File: config.mk
export PLATFORM = sky130hd
export DESIGN_NAME = flash_program_erase_control
export DESIGN_NICKNAME = d
export VERILOG_FILES = /design/src/core/flash_program_erase_control.v
export VERILOG_INCLUDE_DIRS = /design/src /design/src/core
export SDC_FILE = /design/constraint.sdc
export NUM_CORES = 1
export LEC_CHECK = 0
export ABC_AREA = 1
export BUFFER_PORTS_ARGS = -buffer_cell sky130_fd_sc_hd__buf_2
export CAP_MARGIN = 20
export CORE_UTILIZATION = 35
export CTS_CLUSTER_DIAMETER = 200
export DETAILED_ROUTE_END_ITERATION = 6
export GPL_ROUTABILITY_DRIVEN = 1
export SLEW_MARGIN = 20
export SYNTH_ARGS = -nofsm -noshare
export SYNTH_HDL_FRONTEND = slang
export SYNTH_SLANG_ARGS = --single-unit
File: constraint.sdc
create_clock -name aclk -period 2.03 [get_ports aclk]
set_clock_uncertainty 0.1 [all_clocks]
set_input_delay 0.203 -clock aclk [delete_from_list [all_inputs] [get_ports aclk]]
set_output_delay 0.203 -clock aclk [all_outputs]
set_load 0.01 [all_outputs]
File: src/core/flash_ctrl_defs.vh
`ifndef FLASH_CTRL_DEFS_VH
`define FLASH_CTRL_DEFS_VH
// Register offsets are printed as indices; byte address is four times the index
`define IDX_TIMING       8'hAB
`define IDX_ADDR_LOW     8'hAC
`define IDX_ADDR_HIGH    8'hAD
`define IDX_CONTROL      8'hAE
`define IDX_WDATA        8'hAF
`define IDX_IRQ_STATUS   8'hB0
`define IDX_IRQ_ENABLE   8'hB1
`define IDX_IRQ_CLEAR    8'hB2
`define IDX_POWER        8'hB3
// Field positions
`define CTL_BUSY         7
`define CTL_WBUSY        6
`define CTL_CONTINUOUS_READ_ENABLE       4
`define CTL_WRITE        1
`define CTL_ERASE        0
// Reset values
`define RST_TIMING       6'h11
`define RST_BYTE         8'h00
// Timing
`define WRITE_TIMEOUT_NS 40000
`define CLK_PERIOD_NS    25
// Interrupt bit positions
`define IRQ_ERASE_DONE   0
`define IRQ_WORD_DONE    1
`define IRQ_TIMEOUT      2
`endif

File: src/core/flash_program_erase_control.v
`timescale 1ns/100ps
`include "flash_ctrl_defs.vh"
// Notes on behaviour
// - Software loads timing value matching clock; generator scales erase and program timing from it (pair timeout counts clocks).
// - Timing field resets to 0x11.
// - Control bit 7 reads 1 while program or erase is in progress.
// - Control bit 6 sets after two data bytes, stays set while word programs.
// - Control bit 4 selects continuous read enable, reset 0.
// - Writing 1 to control bit 1 starts programming; reads back 0.
// - Write and erase together: erase page first, then program.
// - Writing 1 to control bit 0 erases page high-address bits 5:1; reads 0.
// - Write and erase bits read 0 after deepest power modes.
// - Data register resets 0x00; each second byte launches one word program.
// - High address keeps 6-bit field reset zero; bits 7:6 unused.
// - Low address is 8-bit read/write, reset 0x00.
// - First byte of a pair is the low byte of the word.
// - Pair must come within 40 us, else abort, busy clears, address kept.
// - Completed erase leaves the whole page reading all ones.
// - Page holds 512 words, addressed by high bit 0 and low byte.
module flash_program_erase_control #(
   parameter ERASE_UNITS   = 16'd1000,
   parameter PROGRAM_UNITS = 16'd2,
   parameter TIMEOUT_CYC   = `WRITE_TIMEOUT_NS / `CLK_PERIOD_NS
) (
   input  wire        aclk,
   input  wire        aresetn,
   input  wire [31:0] s_axi_awaddr,
   input  wire        s_axi_awvalid,
   output wire        s_axi_awready,
   input  wire [31:0] s_axi_wdata,
   input  wire [3:0]  s_axi_wstrb,
   input  wire        s_axi_wvalid,
   output wire        s_axi_wready,
   output reg  [1:0]  s_axi_bresp,
   output reg         s_axi_bvalid,
   input  wire        s_axi_bready,
   input  wire [31:0] s_axi_araddr,
   input  wire        s_axi_arvalid,
   output wire        s_axi_arready,
   output reg  [31:0] s_axi_rdata,
   output reg  [1:0]  s_axi_rresp,
   output reg         s_axi_rvalid,
   input  wire        s_axi_rready,
   output reg  [13:0] flash_addr,
   output reg  [15:0] flash_wdata,
   output reg         flash_prog,
   output reg         flash_erase,
   output reg  [4:0]  flash_page,
   output wire        flash_read_hold,
   output reg         flash_tick,
   output wire        irq
);
   // ***********************************************************
   // States
   // ***********************************************************
   localparam ST_IDLE  = 4'b0001;
   localparam ST_ERASE = 4'b0010;
   localparam ST_WAIT  = 4'b0100;
   localparam ST_PROG  = 4'b1000;
   // The timeout count is held in 16 bits; wider settings are cut on purpose
   localparam [31:0] TOUT_FULL = TIMEOUT_CYC;
   localparam [15:0] TOUT      = TOUT_FULL[15:0];

   reg [3:0]  state_reg;
   reg [5:0]  timing_reg;
   reg [7:0]  addr_low_reg;
   reg [5:0]  addr_high_reg;
   reg        continuous_read_enable_reg;
   reg        write_reg;
   reg [7:0]  wdata_reg;
   reg        half_reg;
   reg [2:0]  irq_status_reg;
   reg [2:0]  irq_enable_reg;
   reg [5:0]  tick_cnt_reg;
   reg [15:0] op_cnt_reg;
   reg [15:0] tout_cnt_reg;
   reg        aw_reg;
   reg        w_reg;
   reg [31:0] awaddr_reg;
   reg [31:0] wdata_in_reg;
   reg [3:0]  wstrb_reg;
   reg [2:0]  irq_set;

   // ***********************************************************
   // AXI4-Lite slave
   // ***********************************************************
   assign s_axi_awready = !aw_reg && !s_axi_bvalid;
   assign s_axi_wready  = !w_reg && !s_axi_bvalid;
   assign s_axi_arready = !s_axi_rvalid;

   wire       wr_go  = aw_reg && w_reg && !s_axi_bvalid;
   wire [7:0] wr_idx = awaddr_reg[9:2];
   wire       wr_hit = wr_go && wstrb_reg[0] && (awaddr_reg[31:10] == 22'h0);
   wire [7:0] wb     = wdata_in_reg[7:0];
   wire       wr_ctl = wr_hit && wr_idx == `IDX_CONTROL;
   wire       wr_dat = wr_hit && wr_idx == `IDX_WDATA;
   wire       busy   = (state_reg != ST_IDLE);
   wire       wbusy  = (state_reg == ST_PROG);
   wire       start_erase = wr_ctl && wb[`CTL_ERASE] && !busy;
   wire       start_write = wr_ctl && wb[`CTL_WRITE] && !busy;
   // Power-down return strobe: command bits must not survive it
   wire       pwr_wake = wr_hit && wr_idx == `IDX_POWER && wb[0];

   function valid_idx;
      input [7:0] idx;
      begin
         valid_idx = (idx >= `IDX_TIMING) && (idx <= `IDX_POWER);
      end
   endfunction

   always @(posedge aclk) begin
      if (!aresetn) begin
         aw_reg       <= 1'b0;
         w_reg        <= 1'b0;
         awaddr_reg   <= 32'h0;
         wdata_in_reg <= 32'h0;
         wstrb_reg    <= 4'h0;
         s_axi_bvalid <= 1'b0;
         s_axi_bresp  <= 2'b00;
      end else begin
         if (s_axi_awvalid && s_axi_awready) begin
            aw_reg     <= 1'b1;
            awaddr_reg <= s_axi_awaddr;
         end
         if (s_axi_wvalid && s_axi_wready) begin
            w_reg        <= 1'b1;
            wdata_in_reg <= s_axi_wdata;
            wstrb_reg    <= s_axi_wstrb;
         end
         if (wr_go) begin
            aw_reg       <= 1'b0;
            w_reg        <= 1'b0;
            s_axi_bvalid <= 1'b1;
            s_axi_bresp  <= (valid_idx(wr_idx) && awaddr_reg[31:10] == 22'h0) ? 2'b00 : 2'b10;
         end else if (s_axi_bvalid && s_axi_bready) begin
            s_axi_bvalid <= 1'b0;
         end
      end
   end

   wire [7:0] rd_idx = s_axi_araddr[9:2];
   reg  [7:0] rd_byte;
   always @* begin
      case (rd_idx)
         `IDX_TIMING:     rd_byte = {2'b00, timing_reg};
         `IDX_ADDR_LOW:   rd_byte = addr_low_reg;
         `IDX_ADDR_HIGH:  rd_byte = {2'b00, addr_high_reg};
         `IDX_CONTROL:    rd_byte = {busy, wbusy, 1'b0, continuous_read_enable_reg, 4'b0000};
         `IDX_WDATA:      rd_byte = wdata_reg;
         `IDX_IRQ_STATUS: rd_byte = {5'b0, irq_status_reg};
         `IDX_IRQ_ENABLE: rd_byte = {5'b0, irq_enable_reg};
         default:         rd_byte = 8'h00;
      endcase
   end

   always @(posedge aclk) begin
      if (!aresetn) begin
         s_axi_rvalid <= 1'b0;
         s_axi_rdata  <= 32'h0;
         s_axi_rresp  <= 2'b00;
      end else if (s_axi_arvalid && s_axi_arready) begin
         s_axi_rvalid <= 1'b1;
         s_axi_rdata  <= {24'h0, rd_byte};
         s_axi_rresp  <= (valid_idx(rd_idx) && s_axi_araddr[31:10] == 22'h0) ? 2'b00 : 2'b10;
      end else if (s_axi_rvalid && s_axi_rready) begin
         s_axi_rvalid <= 1'b0;
      end
   end

   // ***********************************************************
   // Timing generator: one tick every timing_reg+1 clocks
   // ***********************************************************
   always @(posedge aclk) begin
      if (!aresetn || state_reg == ST_IDLE || state_reg == ST_WAIT) begin
         tick_cnt_reg <= 6'h0;
         flash_tick   <= 1'b0;
      end else if (tick_cnt_reg >= timing_reg) begin
         tick_cnt_reg <= 6'h0;
         flash_tick   <= 1'b1;
      end else begin
         tick_cnt_reg <= tick_cnt_reg + 6'd1;
         flash_tick   <= 1'b0;
      end
   end

   assign flash_read_hold = continuous_read_enable_reg;

   // ***********************************************************
   // Registers and sequencer
   // ***********************************************************
   always @(posedge aclk) begin
      if (!aresetn) begin
         state_reg      <= ST_IDLE;
         timing_reg     <= `RST_TIMING;
         addr_low_reg   <= `RST_BYTE;
         addr_high_reg  <= 6'h0;
         continuous_read_enable_reg     <= 1'b0;
         write_reg      <= 1'b0;
         wdata_reg      <= `RST_BYTE;
         half_reg       <= 1'b0;
         irq_enable_reg <= 3'b000;
         op_cnt_reg     <= 16'h0;
         tout_cnt_reg   <= 16'h0;
         flash_addr     <= 14'h0;
         flash_wdata    <= 16'h0;
         flash_prog     <= 1'b0;
         flash_erase    <= 1'b0;
         flash_page     <= 5'h0;
      end else begin
         if (wr_hit && wr_idx == `IDX_TIMING)
            timing_reg <= wb[5:0];
         if (wr_hit && wr_idx == `IDX_ADDR_LOW && !busy)
            addr_low_reg <= wb;
         if (wr_hit && wr_idx == `IDX_ADDR_HIGH && !busy)
            addr_high_reg <= wb[5:0];
         if (wr_ctl)
            continuous_read_enable_reg <= wb[`CTL_CONTINUOUS_READ_ENABLE];
         if (wr_hit && wr_idx == `IDX_IRQ_ENABLE)
            irq_enable_reg <= wb[2:0];
         // Bytes arriving while a word programs are dropped; software must poll first
         if (wr_dat && !wbusy)
            wdata_reg <= wb;
         flash_prog  <= 1'b0;
         flash_erase <= 1'b0;
         case (state_reg)
            ST_IDLE: begin
               half_reg <= 1'b0;
               if (start_erase) begin
                  write_reg   <= wb[`CTL_WRITE];
                  flash_page  <= addr_high_reg[5:1];
                  flash_erase <= 1'b1;
                  op_cnt_reg  <= ERASE_UNITS;
                  state_reg   <= ST_ERASE;
               end else if (start_write) begin
                  write_reg    <= 1'b1;
                  tout_cnt_reg <= TOUT;
                  state_reg    <= ST_WAIT;
               end
            end
            ST_ERASE: begin
               if (flash_tick)
                  op_cnt_reg <= op_cnt_reg - 16'd1;
               if (flash_tick && op_cnt_reg <= 16'd1) begin
                  tout_cnt_reg <= TOUT;
                  state_reg    <= write_reg ? ST_WAIT : ST_IDLE;
               end
            end
            ST_WAIT: begin
               if (wr_dat) begin
                  half_reg <= !half_reg;
                  if (half_reg) begin
                     flash_wdata <= {wb, wdata_reg};
                     flash_addr  <= {addr_high_reg, addr_low_reg};
                     flash_page  <= addr_high_reg[5:1];
                     flash_prog  <= 1'b1;
                     op_cnt_reg  <= PROGRAM_UNITS;
                     state_reg   <= ST_PROG;
                  end
               end else if (tout_cnt_reg <= 16'd1) begin
                  write_reg <= 1'b0;
                  state_reg <= ST_IDLE;
               end else begin
                  tout_cnt_reg <= tout_cnt_reg - 16'd1;
               end
            end
            ST_PROG: begin
               if (flash_tick)
                  op_cnt_reg <= op_cnt_reg - 16'd1;
               if (flash_tick && op_cnt_reg <= 16'd1) begin
                  {addr_high_reg, addr_low_reg} <= {addr_high_reg, addr_low_reg} + 14'd1;
                  tout_cnt_reg <= TOUT;
                  state_reg    <= ST_WAIT;
               end
            end
            default: state_reg <= ST_IDLE;
         endcase
         if (pwr_wake) begin
            write_reg <= 1'b0;
            state_reg <= ST_IDLE;
         end
      end
   end

   // ***********************************************************
   // Interrupts: set wins over clear
   // ***********************************************************
   always @* begin
      irq_set = 3'b000;
      irq_set[`IRQ_ERASE_DONE] = (state_reg == ST_ERASE) && flash_tick && op_cnt_reg <= 16'd1;
      irq_set[`IRQ_WORD_DONE]  = (state_reg == ST_PROG) && flash_tick && op_cnt_reg <= 16'd1;
      irq_set[`IRQ_TIMEOUT]    = (state_reg == ST_WAIT) && !wr_dat && tout_cnt_reg <= 16'd1;
   end

   wire [2:0] irq_clr = (wr_hit && wr_idx == `IDX_IRQ_CLEAR) ? wb[2:0] : 3'b000;
   always @(posedge aclk) begin
      if (!aresetn)
         irq_status_reg <= 3'b000;
      else
         irq_status_reg <= (irq_status_reg & ~irq_clr) | irq_set;
   end
   assign irq = |(irq_status_reg & irq_enable_reg);

endmodule // flash_program_erase_control

==> results_dict.tcl <==
set metrics [dict create \
    most-common-layout-cells "202 x nor2_1, 178 x nand2_1, 170 x dfxtp_1, 136 x inv_1, 131 x buf_2" \
    crit_path_start_kind "flop" \
    tightest_slew_ns 0.488 \
    grt_setup_unrepaired "true" \
    critPathTopFamily "simple AND/OR/NAND/NOR gates" \
    wirelength_mm 24.3 \
    power.density_nw_per_um2 665 \
    synth-edff-count 0 \
    ys_seq_area_share_pct 38.2 \
    regToRegSetupSlack_ns 0.04 \
    cp.required_ns 2.25 \
    num_vias 8675 \
    avgRoutedWirePerCell_um 13.4 \
    cts-root-buf "clkbuf_16" \
    port_buffers 130 \
    initial_utilization_pct 35.6 \
    synth.area.mux_share_pct 0 \
    period_minus_slack_ns 1.99 \
    irDropWorstVdd_mv 0.429 \
    dr.pass1.iters 7 \
    synth_top_area_share_pct 38.2 \
    syn_to_final_growth_pct 28.4 \
    endpoint_kind "flop" \
    drv_cap 0 \
    netlist_area_um2 8900 \
    fmax_mhz 502 \
    grt-ovfl-total 0 \
    clk_pin_slew_ns 0.07 \
    synth-xor-area-share_pct 2.75 \
    worstPathCellList "or2_4 > nor2_4 > nand3_4 > nor2_4 > buf_12 > buf_4 > buf_4 > nand3_4 > o21ai_0 > a21oi_1" \
    violations "DRC" \
    clock_path_buffers 2 \
    final_antenna_net_count 0 \
    synth_top_cell_by_area "dfxtp_1" \
    viasPerCell 4.78 \
    htree_levels 4 \
    ioPinCount 188 \
    hold_class "in -> reg" \
    drc_errors 1 \
    synthSimpleGateAreaFrac_pct 28.0 \
    synth_area_leaders "dfxtp_1 38%, nor2_1 8.7%, nand2_1 7.7%, o21ai_0 6.7%, a21oi_1 6.5%" \
    max_stage_delay_ns 0.31 \
    status "complete, but fails checks" \
    die_width_um 162 \
    cp_slowest_cell "dfxtp_1" \
    track_usage_pct 18.4 \
    grt_max_degree 51 \
    drtIter0Drc 617 \
    critPathKind "reg -> reg" \
    cp.arrival_ns 2.21 \
    gp_congestion 0.884 \
    synth_fa_ha_area_share_pct 1.69 \
    grt_first_pass_wirelength_mm 38.5 \
    power_leakage_nw 5.21 \
    syn_area_per_cell_um2 7.04 \
    async_flop_share_pct 0 \
    numCtsBuffers 17 \
    dp_hpwl_mm 17.1 \
    grt_pass1_vias 7821 \
    antenna_found_initial 0 \
    hold_viol 0 \
    synth_compound_area_share_pct 17.7 \
    final_common_cell "nor2_1" \
    ys_warn_count 0 \
    dpl_worst_slack_ns -0.0291 \
    yosysUniqueCellTypes 52 \
    period_share_pct 98.1 \
    cts_sinks 170 \
    die_height_um 162 \
    timing.final.ws_setup_ns 0.0384 \
    max_slew_margin_pct 67.2 \
    largest_register_ffs 30 \
    final_max_slew_viol_count 0 \
    path_max_fanout 16 \
    synth_top_family_by_area "simple AND/OR/NAND/NOR gates" \
    final_layout_size_suffix_gt1_share_pct 22.4 \
    cts_tree "done" \
    rows 58 \
    clk_latency_ns 0.44 \
    diodes 0 \
    design.core.area_um2 25000 \
    final_nets 1591 \
    ys_seq_elements 170 \
    path_buf_inv 3 \
    die_area_um2 26100 \
    fin_total_pwr_mw 7.60 \
    synthFlopType "dfxtp_1" \
    setup_viol 0 \
    synth_cells 1264 \
]
tightest hold or removal path, stage by stage:
cell     delay [ns]
buf_2          0.08
o21ai_0        0.07
a21oi_1        0.14
where the power goes:
part,switching [mW],total (mW),internal [mW],leakage (nW)
Combinational,0.471,0.802,0.331,3.54
Sequential,0.0810,3.51,3.43,1.38
Clock,1.46,3.29,1.83,0.294
routing by layer:
layer	part of all wire [%]	global-route usage (%)	up-vias
met5	0	0	-
met4	1.2	4.46	0
met3	5.7	3.95	28
met2	48	31.5	242
met1	45	23.5	3899
li1	-	-	4506
cell usage after synthesis (2+ instances only):
cell and number:
nor3_1 9, buf_1 2, nor2_4 6, nor2_8 2, a21oi_1 115, nand3_2 6
clkbuf_1 30, o21ai_0 119, nand3_1 46, a31oi_1 2, nand2_1 182, nor4_1 7
o211ai_2 3, inv_1 137, nand3_4 3, nand4_4 2, xnor2_1 8, ha_1 12
o2111ai_1 2, o22ai_1 3, nand2_2 21, xor2_1 20, a211oi_1 2, o211ai_1 6
nand4_2 2, or2_2 2, buf_6 6, clkinv_1 3, nor2_2 6, inv_4 2
a21oi_2 12, dfxtp_1 170, inv_2 10, buf_4 30, o21ai_1 12, nor2_1 207
buf_2 8, o221ai_1 3, nand4_1 33
logic make-up after synthesis:
family,count (synthesis)
simple gates,538
flops,170
xor+xnor,28
fa+ha+maj,12
other cells,1
buf+inv,229
compound gates,286
worst paths after layout:
| check | startpoint | cells past startpoint | end |
|---|---|---|---|
| worst min register to register | flash_addr[6]$_SDFFE_PN0P_ | 2 | flash_addr[6]$_SDFFE_PN0P_ |
| worst max register to register | awaddr_reg[28]$_SDFFE_PN0P_ | 10 | wdata_reg[7]$_SDFFE_PN0P_ |
| worst max-delay path | awaddr_reg[28]$_SDFFE_PN0P_ | 10 | wdata_reg[7]$_SDFFE_PN0P_ |
| worst min-delay path | s_axi_wdata[0] | 3 | wdata_in_reg[0]$_SDFFE_PN0P_ |
final cells by class:
class / instances / area (um2)
fill: 2569 / 13600
multi-input combinational: 891 / 4700
sequential: 170 / 3400
timing repair buffer: 238 / 1720
inverter: 153 / 592
clock buffer: 20 / 467
tap: 330 / 413
clock inverter: 12 / 125
timing repair inverter: 1 / 5.00
timing repair:
item / 4_1_cts / 5_1_grt
hold buffers: 40 / 0
buffers inserted: 1 / 11
gates resized for setup: 2 / 59
endpoints found under the hold margin: 39 / 0
gates cloned: 0 / 6
pin swaps: 0 / 9
endpoints found under the setup margin: 6 / 97
metrics by stage:
| step | util, % | hold WS [ns] | cells | TNS, ns | instance area, um2 |
|---|---|---|---|---|---|
| global placement | 40.1 | 0.331 | 1725 | 0 | 10000 |
| finish | 45.7 | 0.0132 | 1815 | 0 | 11400 |
| CTS | 44.2 | 0.00242 | 1798 | -0.0110 | 11100 |
| floorplan | - | 0.266 | 1289 | 0 | 9000 |
| global route | 45.7 | 0.0224 | 1815 | -1.04 | 11400 |
| detailed placement | 40.1 | 0.333 | 1725 | -0.0648 | 10000 |
(Power assumes the default switching activity.)
